## config.mk

```make
export PLATFORM = sky130hd
export DESIGN_NAME = self_program_ctrl
export DESIGN_NICKNAME = d
export VERILOG_FILES = /design/src/inc/self_program_pkg.sv /design/src/page_buffer.sv /design/src/self_program_ctrl.sv
export VERILOG_INCLUDE_DIRS = /design/src /design/src/inc
export SDC_FILE = /design/constraint.sdc
export NUM_CORES = 2
export LEC_CHECK = 0
export BUFFER_PORTS_ARGS = -buffer_cell sky130_fd_sc_hd__buf_2
export CORE_MARGIN = 2
export CORE_UTILIZATION = 60
export CTS_CLUSTER_DIAMETER = 120
export DETAILED_ROUTE_END_ITERATION = 6
export GPL_ROUTABILITY_DRIVEN = 0
export PLACE_DENSITY = 0.78
export SLEW_MARGIN = 40
export SYNTH_ARGS = -nofsm -noshare
export SYNTH_HDL_FRONTEND = slang
export SYNTH_HIERARCHICAL = 1
export SYNTH_SLANG_ARGS = --single-unit
```

## constraint.sdc

```tcl
create_clock -name ref_clk -period 3.6 [get_ports ref_clk]
set_input_delay 0.54 -clock ref_clk [delete_from_list [all_inputs] [get_ports ref_clk]]
set_output_delay 0.54 -clock ref_clk [all_outputs]
set_load 0.005 [all_outputs]
```

## src/inc/self_program_cfg.svh

```systemverilog
// Purpose: constants for boot entry and flash self-programming control
// Assumes: one 100 MHz clock, APB slave with one 32-bit word per register
// Notes: offsets are byte addresses; field positions count from bit 0
//
// Summary of operation
// - boot reset fuse picks application or loader
// - core can never change any fuse
// - boot enable fuse lets pin force loader
// - pin sampled on reset release; low selects loader
// - pointer gives page and word; page latched at start
// - pointer bit zero picks byte on loads
// - erase pattern plus store within four cycles
// - load pattern stores data word at word index
// - buffer cleared after write, reenable, reset
// - eeprom write during loading discards buffer
// - write pattern plus store starts page write
// - halting section target stalls core until done
// - interrupt held while enable bit reads clear and interrupt enable set
// - erase or write blocks readable section, busy
// - lock pattern plus store programs boot locks
// - zero data bits five..two program lock bits
// - lock programming never blocks or halts
// - no store in four cycles clears enables
// - busy flag reads one while reads blocked
`ifndef SELF_PROGRAM_CFG_SVH
`define SELF_PROGRAM_CFG_SVH

// register byte offsets
`define OFS_CONTROL 8'h00
`define OFS_POINTER 8'h04
`define OFS_DATA 8'h08
`define OFS_STORE 8'h0C
`define OFS_LOCK 8'h10
`define OFS_PM_LOAD 8'h14
`define OFS_BOOT 8'h18

// control register field positions
`define BIT_SELF_PROGRAM_ENABLE_BIT 0
`define BIT_PGERS 1
`define BIT_PGWRT 2
`define BIT_LOCK_SET_ENABLE_BIT 3
`define BIT_REEN 4
`define BIT_SIGRD 5
`define BIT_BUSY 6
`define BIT_IRQEN 7

// command patterns on control bits 5..0 (bit 7 is a don't care)
`define PAT_LOAD 6'h01
`define PAT_ERASE 6'h03
`define PAT_WRITE 6'h05
`define PAT_LOCK 6'h09
`define PAT_REEN 6'h11

// lock field inside the low data register
`define LOCK_LSB 2
`define LOCK_MSB 5

// reset values
`define RST_LOCK 4'hF
`define RST_APP_VECTOR 16'h0000

// store must follow the control write within this many cycles
`define STORE_WINDOW_CYCLES 3'h4

`endif

```

## src/inc/self_program_pkg.sv

```systemverilog
// Purpose: shared types for the self-programming controller
// Assumes: constants live in self_program_cfg.svh
// Notes: types only, no numbers
package self_program_pkg;

  // decoded command at the moment of a store
  typedef enum logic [2:0] {
    CMD_NOP,
    CMD_LOAD,
    CMD_ERASE,
    CMD_WRITE,
    CMD_LOCK,
    CMD_REEN
  } cmd_t;

  // long flash operation in progress
  typedef enum logic [1:0] {
    OP_IDLE,
    OP_ERASE,
    OP_WRITE
  } op_state_t;

endpackage : self_program_pkg

```

## src/page_buffer.sv

```systemverilog
// Purpose: temporary page buffer, one word per location, in flip-flops
// Assumes: load and clear are one-cycle strobes on ref_clk
// Notes: clear wins over load; read port is registered
`timescale 1ns/1ps
`default_nettype none

module page_buffer #(
  parameter int WORD_BITS = 6
) (
  input wire logic ref_clk,
  input wire logic reset,
  input wire logic load,
  input wire logic clear,
  input wire logic [WORD_BITS-1:0] load_index,
  input wire logic [15:0] load_word,
  input wire logic [WORD_BITS-1:0] rd_index,
  output logic [15:0] rd_word
);

  localparam int DEPTH = 1 << WORD_BITS;

  // whole module state
  typedef struct packed {
    logic [DEPTH-1:0][15:0] words; // buffer storage
    logic [15:0] rd_word;          // registered read data
  } buf_state_t;

  buf_state_t state_reg;
  buf_state_t state_next;

  // next-state: erased words read as all ones, like erased flash
  always_comb begin
    state_next = state_reg;
    state_next.rd_word = state_reg.words[rd_index];
    if (reset || clear) begin
      state_next.words = '1;
    end else if (load) begin
      state_next.words[load_index] = load_word;
    end
    if (reset) begin
      state_next.rd_word = 16'hFFFF;
    end
  end

  // register stage
  always_ff @(posedge ref_clk) begin
    state_reg <= state_next;
  end

  assign rd_word = state_reg.rd_word;

endmodule : page_buffer

`default_nettype wire

```

## src/self_program_ctrl.sv

```systemverilog
// Purpose: boot vector selection and flash self-programming sequencer
// Assumes: APB master on ref_clk; flash macro pulses flash_done when done
// Notes: store instruction is an APB write to the store register
//
// Our own choices: the APB slave port and the address map.
`timescale 1ns/1ps
`default_nettype none
`include "self_program_cfg.svh"

module self_program_ctrl #(
  parameter int WORD_BITS = 6,                    // log2 of words per page
  parameter logic [15:0] BOOT_VECTOR = 16'h1000, // loader reset address
  parameter int HALT_START_PAGE = 224             // first halting-section page
) (
  input wire logic ref_clk,
  input wire logic reset,
  input wire logic psel,
  input wire logic penable,
  input wire logic pwrite,
  input wire logic [7:0] paddr,
  input wire logic [31:0] pwdata,
  output logic [31:0] prdata,
  output logic pready,
  output logic pslverr,
  input wire logic boot_reset_select_fuse,
  input wire logic hardware_boot_enable_fuse,
  input wire logic hardware_boot_pin,
  input wire logic eeprom_write,
  input wire logic flash_done,
  input wire logic [WORD_BITS-1:0] flash_buf_index,
  output logic [15:0] flash_buf_word,
  output logic flash_erase_start,
  output logic flash_write_start,
  output logic [14-WORD_BITS:0] flash_page,
  output logic [14:0] flash_rd_addr,
  input wire logic [15:0] flash_rd_word,
  output logic [15:0] reset_vector,
  output logic boot_entry,
  output logic core_halt,
  output logic readable_section_blocked,
  output logic self_program_irq,
  output logic [3:0] boot_lock_bits
);

  localparam int PAGE_W = 15 - WORD_BITS; // page field width

  // whole module state
  typedef struct packed {
    logic [2:0] pin_sync;        // pin synchroniser chain
    logic pin_level;             // agreed pin level
    logic in_reset;              // reset seen last cycle
    logic boot_entry;            // loader selected at release
    logic [15:0] vector;         // reset vector
    logic [7:0] control;         // self_program_control_status
    logic [2:0] win_cnt;         // cycles left for the store
    logic [15:0] pointer;        // pointer_high_byte:pointer_low_byte
    logic [15:0] data;           // high_data_register:low_data_register
    logic [3:0] lock;            // boot lock bits, 0 = programmed
    self_program_pkg::op_state_t op;
    logic [PAGE_W-1:0] op_page;  // latched page address
    logic erase_start;           // one-cycle start pulses
    logic write_start;
    logic halt;                  // core stalled
    logic irq;                   // completion interrupt
    logic [31:0] prdata;
    logic pready;
    logic pslverr;
  } ctrl_state_t;

  ctrl_state_t state_reg;
  ctrl_state_t state_next;

  // buffer strobes, derived from the bus, flash_done and eeprom_write in the same cycle
  logic buf_load;
  logic buf_clear;

  // command decode on the low six control bits; bit 7 is ignored
  function automatic self_program_pkg::cmd_t decode_cmd(input logic [5:0] bits);
    case (bits)
      `PAT_LOAD: decode_cmd = self_program_pkg::CMD_LOAD;
      `PAT_ERASE: decode_cmd = self_program_pkg::CMD_ERASE;
      `PAT_WRITE: decode_cmd = self_program_pkg::CMD_WRITE;
      `PAT_LOCK: decode_cmd = self_program_pkg::CMD_LOCK;
      `PAT_REEN: decode_cmd = self_program_pkg::CMD_REEN;
      default: decode_cmd = self_program_pkg::CMD_NOP;
    endcase
  endfunction : decode_cmd

  // true when a page lies in the halting section
  function automatic logic in_halting(input logic [PAGE_W-1:0] page);
    in_halting = (32'(page) >= 32'(HALT_START_PAGE));
  endfunction : in_halting

  // drop the command bits and the enable, keep interrupt enable and busy
  // busy must survive loads: only the reenable command may unblock reads
  function automatic logic [7:0] clear_cmd(input logic [7:0] ctrl);
    clear_cmd = ctrl & 8'hC0;
  endfunction : clear_cmd

  // page buffer instance
  page_buffer #(
    .WORD_BITS(WORD_BITS)
  ) page_buffer_i (
    .ref_clk(ref_clk),
    .reset(reset),
    .load(buf_load),
    .clear(buf_clear),
    .load_index(state_reg.pointer[WORD_BITS:1]),
    .load_word(state_reg.data),
    .rd_index(flash_buf_index),
    .rd_word(flash_buf_word)
  );

  // next-state logic
  always_comb begin
    logic setup;
    logic wr_en;
    logic store_hit;
    logic blocked;
    logic [15:0] lpm_byte;
    self_program_pkg::cmd_t cmd;
    setup = 1'b0;
    wr_en = 1'b0;
    store_hit = 1'b0;
    blocked = 1'b0;
    lpm_byte = 16'h0000;
    cmd = self_program_pkg::CMD_NOP;
    state_next = state_reg;
    buf_load = 1'b0;
    buf_clear = 1'b0;

    // pin synchroniser; first stage feeds only the second
    state_next.pin_sync = {state_reg.pin_sync[1:0], hardware_boot_pin};
    if (state_reg.pin_sync[2] == state_reg.pin_sync[1]) begin
      state_next.pin_level = state_reg.pin_sync[2];
    end
    state_next.in_reset = 1'b0;

    // vector chosen once, on the first cycle after release
    if (state_reg.in_reset) begin
      state_next.boot_entry = ~boot_reset_select_fuse
        | (~hardware_boot_enable_fuse & ~state_reg.pin_level);
      state_next.vector = state_next.boot_entry ? BOOT_VECTOR : `RST_APP_VECTOR;
    end

    // start pulses last one cycle
    state_next.erase_start = 1'b0;
    state_next.write_start = 1'b0;

    // apb phases: answer with pready in the access cycle
    setup = psel & ~penable & ~state_reg.pready;
    wr_en = psel & penable & state_reg.pready & pwrite;
    state_next.pready = setup;
    state_next.pslverr = 1'b0;
    state_next.prdata = 32'h0000_0000;

    // program memory load: byte address, bit zero picks the half
    blocked = state_reg.control[`BIT_BUSY]
      & ~in_halting(state_reg.pointer[15:WORD_BITS+1]);
    lpm_byte = state_reg.pointer[0] ? {8'h00, flash_rd_word[15:8]}
      : {8'h00, flash_rd_word[7:0]};

    // read mux, captured in the setup cycle
    if (setup && !pwrite) begin
      case (paddr)
        `OFS_CONTROL: state_next.prdata = {24'h00_0000, state_reg.control};
        `OFS_POINTER: state_next.prdata = {16'h0000, state_reg.pointer};
        `OFS_DATA: state_next.prdata = {16'h0000, state_reg.data};
        `OFS_STORE: state_next.prdata = 32'h0000_0000;
        `OFS_LOCK: state_next.prdata = {28'h000_0000, state_reg.lock};
        `OFS_PM_LOAD: begin
          // a blocked section answers with an error, never stale data
          if (blocked) begin
            state_next.pslverr = 1'b1;
          end else begin
            state_next.prdata = {16'h0000, lpm_byte};
          end
        end
        `OFS_BOOT: state_next.prdata = {15'h0000, state_reg.boot_entry, state_reg.vector};
        default: state_next.pslverr = 1'b1;
      endcase
    end else if (setup) begin
      // fuses and vector are read-only; unmapped writes are flagged
      case (paddr)
        `OFS_CONTROL, `OFS_POINTER, `OFS_DATA, `OFS_STORE, `OFS_LOCK, `OFS_BOOT: begin
          state_next.pslverr = 1'b0;
        end
        `OFS_PM_LOAD: state_next.pslverr = 1'b0;
        default: state_next.pslverr = 1'b1;
      endcase
    end

    // store window countdown; expiry abandons the command
    if (state_reg.win_cnt != 3'h0) begin
      state_next.win_cnt = state_reg.win_cnt - 3'h1;
      if (state_reg.win_cnt == 3'h1 && state_reg.op == self_program_pkg::OP_IDLE) begin
        state_next.control[5:0] = 6'h00;
      end
    end

    // register writes
    if (wr_en) begin
      case (paddr)
        `OFS_CONTROL: begin
          state_next.control[`BIT_IRQEN] = pwdata[`BIT_IRQEN];
          // command bits frozen while a long operation runs
          if (state_reg.op == self_program_pkg::OP_IDLE) begin
            state_next.control[5:0] = pwdata[5:0];
            state_next.win_cnt = pwdata[`BIT_SELF_PROGRAM_ENABLE_BIT] ? `STORE_WINDOW_CYCLES : 3'h0;
          end
        end
        `OFS_POINTER: state_next.pointer = pwdata[15:0];
        `OFS_DATA: state_next.data = pwdata[15:0];
        `OFS_STORE: begin
          store_hit = (state_reg.win_cnt != 3'h0) & state_reg.control[`BIT_SELF_PROGRAM_ENABLE_BIT]
            & (state_reg.op == self_program_pkg::OP_IDLE);
        end
        default: store_hit = 1'b0;
      endcase
    end

    // command execution at the store
    if (store_hit) begin
      cmd = decode_cmd(state_reg.control[5:0]);
      state_next.win_cnt = 3'h0;
      state_next.control = clear_cmd(state_reg.control);
      case (cmd)
        self_program_pkg::CMD_LOAD: begin
          buf_load = 1'b1;
        end
        self_program_pkg::CMD_ERASE, self_program_pkg::CMD_WRITE: begin
          // only the page field is taken; the pointer is then free
          state_next.op_page = state_reg.pointer[15:WORD_BITS+1];
          state_next.op = (cmd == self_program_pkg::CMD_ERASE) ? self_program_pkg::OP_ERASE
            : self_program_pkg::OP_WRITE;
          state_next.erase_start = (cmd == self_program_pkg::CMD_ERASE);
          state_next.write_start = (cmd == self_program_pkg::CMD_WRITE);
          state_next.control = state_reg.control; // enable held until done
          state_next.control[`BIT_BUSY] = 1'b1;
          state_next.halt = in_halting(state_reg.pointer[15:WORD_BITS+1]);
        end
        self_program_pkg::CMD_LOCK: begin
          // zeros program, ones keep; no blocking, no halt
          state_next.lock = state_reg.lock & state_reg.data[`LOCK_MSB:`LOCK_LSB];
        end
        self_program_pkg::CMD_REEN: begin
          state_next.control[`BIT_BUSY] = 1'b0;
          buf_clear = 1'b1;
        end
        default: state_next.control = clear_cmd(state_reg.control);
      endcase
    end

    // completion of erase or write
    if (flash_done && state_reg.op != self_program_pkg::OP_IDLE) begin
      state_next.op = self_program_pkg::OP_IDLE;
      state_next.halt = 1'b0;
      state_next.control[5:0] = 6'h00;
      if (state_reg.op == self_program_pkg::OP_WRITE) begin
        buf_clear = 1'b1;
      end
    end

    // an eeprom write loses everything loaded so far
    if (eeprom_write) begin
      buf_clear = 1'b1;
    end

    // interrupt level follows the enable bit as it will read
    state_next.irq = state_next.control[`BIT_IRQEN] & ~state_next.control[`BIT_SELF_PROGRAM_ENABLE_BIT];

    // synchronous reset; synchroniser keeps shifting so release sees the pin
    if (reset) begin
      state_next.in_reset = 1'b1;
      state_next.boot_entry = 1'b0;
      state_next.vector = `RST_APP_VECTOR;
      state_next.control = 8'h00;
      state_next.win_cnt = 3'h0;
      state_next.pointer = 16'h0000;
      state_next.data = 16'h0000;
      state_next.lock = `RST_LOCK;
      state_next.op = self_program_pkg::OP_IDLE;
      state_next.op_page = '0;
      state_next.erase_start = 1'b0;
      state_next.write_start = 1'b0;
      state_next.halt = 1'b0;
      state_next.irq = 1'b0;
      state_next.prdata = 32'h0000_0000;
      state_next.pready = 1'b0;
      state_next.pslverr = 1'b0;
    end
  end

  // register stage
  always_ff @(posedge ref_clk) begin
    state_reg <= state_next;
  end

  // registered outputs
  assign prdata = state_reg.prdata;
  assign pready = state_reg.pready;
  assign pslverr = state_reg.pslverr;
  assign flash_erase_start = state_reg.erase_start;
  assign flash_write_start = state_reg.write_start;
  assign flash_page = state_reg.op_page;
  assign flash_rd_addr = state_reg.pointer[15:1];
  assign reset_vector = state_reg.vector;
  assign boot_entry = state_reg.boot_entry;
  assign core_halt = state_reg.halt;
  assign readable_section_blocked = state_reg.control[`BIT_BUSY];
  assign self_program_irq = state_reg.irq;
  assign boot_lock_bits = state_reg.lock;

endmodule : self_program_ctrl

`default_nettype wire
```

==> flow_summary_export.csv <==
group,metric,value,unit
final_layout,stdcell_count,7056,
final_layout,drive_above_1_share,15.0,%
setup_path,cp_max_fo,16,
setup_path,path_buf_inv,2,
timing,rsz0062_at_grt,"no",
global_routing,gr-total-overflow,0,
placement,detailedPlace.worstSlack,0.00761,ns
pwr,seqPwrFrac,48.2,%
synthesis,yosysWarnings,6,
final_layout,final_cell_mix,"nand2_1 (2,273), dfxtp_1 (1,108), nand3_1 (1,035)",
timing,slew_viol_final,0,
synthesis,syn-instance-count,5956,
setup_path,worstPathArrival,3.94,ns
clock_tree,clkSinkCount,1127,
final_layout,final_common_cell,"nand2_1",
setup_path,cp-end-kind,"register",
pwr,pwr-share-comb,4.2,%
run,maxCapViolations,0,
global_routing,grt_max_degree,151,
timing,worst_pin_slew,0.954,ns
timing,setup_ws,0.191,ns
setup_path,cp_slowest_cell,"nand2_1",
pwr,p_sw,5800,uW
pwr,peakVddDrop,0.401,mV
setup_path,cp_top_family,"simple AND/OR/NAND/NOR gates",
synthesis,synth_area_per_cell,8.19,um2
detailed_routing,vias,44000,
floorplan,rows,104,
detailed_routing,dr.pass1.iters,6,
detailed_routing,drc,0,
placement,portBuffers,125,
timing,hold_violations,0,
clock_tree,clockRootBuffer,"clkbuf_16",
clock_tree,cts_setup_buffers,0,
timing,fmax,293,MHz
timing,slew_headroom,36.3,%
global_routing,antenna_found_initial,7,
floorplan,die_y,289,um
placement,dp.cells,6843,
global_routing,grt_pass1_vias,41500,
run_status,status,"finished clean",
synthesis,syn_area,48800,um2
clock_tree,cts_max_level,3,
pwr,power.leakage,0.0243,uW
pwr,power_density,477,nW/um2
clock_tree,clkLatencyLatePin,0.69,ns
floorplan,die_w,289,um
floorplan,dieArea,83600,um2
synthesis,ys_ff_latch,1127,
floorplan,core_area,80500,um2
clock_tree,cts_buffers,112,
synthesis,synthArstFlopShare,0,%
min_path,hp-class,"input pin to register",
setup_path,slowest_delay,0.38,ns
timing,hold_slack,0.0960,ns
setup_path,start_kind,"register",
setup_path,critPathKind,"register to register",
final_layout,largest_reg_flops,1024,
synthesis,synth-edff-count,1,
clock_tree,clkTransAtPathRegs,0.06,ns
synthesis,yosysSeqAreaShare,46.2,%
timing,tns,0,ns
final_layout,syn2layout_area_growth,11.5,%
synthesis,yosysUniqueCellTypes,67,
placement,post-dp-hpwl,99500,um
timing,setup_viol,0,
clock_tree,cts_tree,"yes",
detailed_routing,drt-vias-per-instance,6.24,
floorplan,start_util,60.6,%
timing,fin_crit,3.41,ns
final_layout,num-fill-cells,6246,
detailed_routing,wl_per_cell,22.1,um
global_routing,grt_pass1_wl,239000,um
detailed_routing,ant_nets,0,
synthesis,synthFlopType,"dfxtp_1",
setup_path,cpMostUsedCell,"nand2_1",
setup_path,ff2ff_setup_slack,0.19,ns
final_layout,nNetsFinal,5973,
pwr,p_clk_share,47.6,%
pwr,p_int,20100,uW
detailed_routing,drtIter0Drc,5996,
setup_path,path_cells,"inv_1, ha_1, nand2b_1, nand4_2, nor3_1, nand2_1, nor2_2, nand2_1, nor3_2, buf_4, nand2_1, nand2_1, nand3_1",
global_routing,grt_use_total,36.7,%
timing,clock_skew,0.0287,ns
detailed_routing,routed_wl,156000,um
floorplan,ios,172,
setup_path,worst_ep_required_time,4.13,ns
clock_tree,clock_path_buffers,3,
timing,fin_crit_sh,94.7,%
pwr,swShare,22.4,%
## metrics by stage
| step | instance area (um2) | util [%] | total power [uW] |
|---|---|---|---|
| after floorplan | 48900 | - | 13500 |
| after global placement | 50200 | 62.3 | 13800 |
| after detailed placement | 50500 | 62.7 | 13800 |
| after CTS | 54400 | 67.6 | 25900 |
| after global routing | 54400 | 67.6 | 26600 |
| final | 54400 | 67.6 | 25900 |
## layer usage
metal,routed length (um),share of wire [%],vias up,track usage (%)
met5,47,0.030,-,0
met4,8530,5.5,8,19.6
met3,20000,13,492,10.0
met2,68000,44,2716,54.1
met1,59500,38,21100,49.1
li1,-,-,19700,-
## Yosys cell counts (all sizes together) (8+ instances only)
library cell / count / area share [%]
nand2b: 28 / 0.36
or2: 8 / 0.10
dfxtp: 1126 / 46
nor3: 14 / 0.22
mux2i: 144 / 3.0
a211oi: 13 / 0.20
o2111ai: 16 / 0.29
buf: 269 / 3.4
a22oi: 61 / 0.94
o21ai: 18 / 0.19
a21oi: 53 / 0.55
nand2: 2274 / 17
mux2: 52 / 1.2
a22o: 11 / 0.20
nor2b: 20 / 0.26
nand4: 22 / 0.29
o31ai: 12 / 0.18
and3: 14 / 0.18
nor2: 144 / 1.3
nand3: 1035 / 11
mux4: 180 / 8.3
a21o: 11 / 0.17
o22ai: 23 / 0.29
nor3b: 8 / 0.15
clkbuf: 318 / 2.4
a2111oi: 22 / 0.39
## power by group through the flow
stage,combinational (uW),sequential (uW),clock (uW)
after floorplan,729,12800,0
after global placement,1040,12800,0
after detailed placement,1050,12800,0
after CTS,1060,12500,12400
after global routing,1140,12500,12900
final,1090,12500,12300
## final timing paths
check,from,cells after the start,endpoint
setup / recovery,state_reg[85],13,page_buffer_i/state_reg[672]
setup reg to reg,state_reg[85],13,page_buffer_i/state_reg[672]
hold / removal,pwdata[12],3,state_reg[65]
hold reg to reg,state_next[116],0,state_next[117]
## timing repair
item | CTS | global route
endpoints found under the hold margin | 1 | 0
endpoints found under the setup margin | 0 | 335
hold buffers | 1 | 0
resized for setup | 0 | 5
## cell type report
class / instances / area, um2 / area share, %
Inverter: 4 / 15.0 / 0.0276
Tap cell: 1060 / 1330 / 2.44
Timing Repair Buffer: 386 / 3050 / 5.60
Clock inverter: 50 / 618 / 1.14
Antenna cell: 2 / 5.00 / 0.00919
Multi-Input combinational cell: 4267 / 23500 / 43.2
Clock buffer: 160 / 3290 / 6.05
Sequential cell: 1127 / 22600 / 41.6
## worst reg2reg max path, cell delays in order (launching register included)
cell	delay (ns)
dfxtp_1	0.37
inv_1	0.08
ha_1	0.22
nand2b_1	0.22
nand4_2	0.20
nor3_1	0.30
nand2_1	0.10
nor2_2	0.27
nand2_1	0.22
nor3_2	0.29
buf_4	0.24
nand2_1	0.38
nand2_1	0.23
nand3_1	0.11
## kinds of logic (layout without fill, tap and decap cells)
family / Yosys count / in the layout / synth area share, %
multiplexers: 376 / 376 / 12.5
adder cells (fa/ha/maj): 3 / 3 / 0.0769
AND/OR/NAND/NOR: 3593 / 3593 / 31.4
AO/OA/AOI/OAI: 262 / 262 / 3.81
flip-flops: 1127 / 1127 / 46.2
other: 1 / 32 / 0.00768
buffers and inverters: 591 / 600 / 5.92
XOR/XNOR: 3 / 3 / 0.0538
Note: power is estimated with default switching activity, not from simulation.
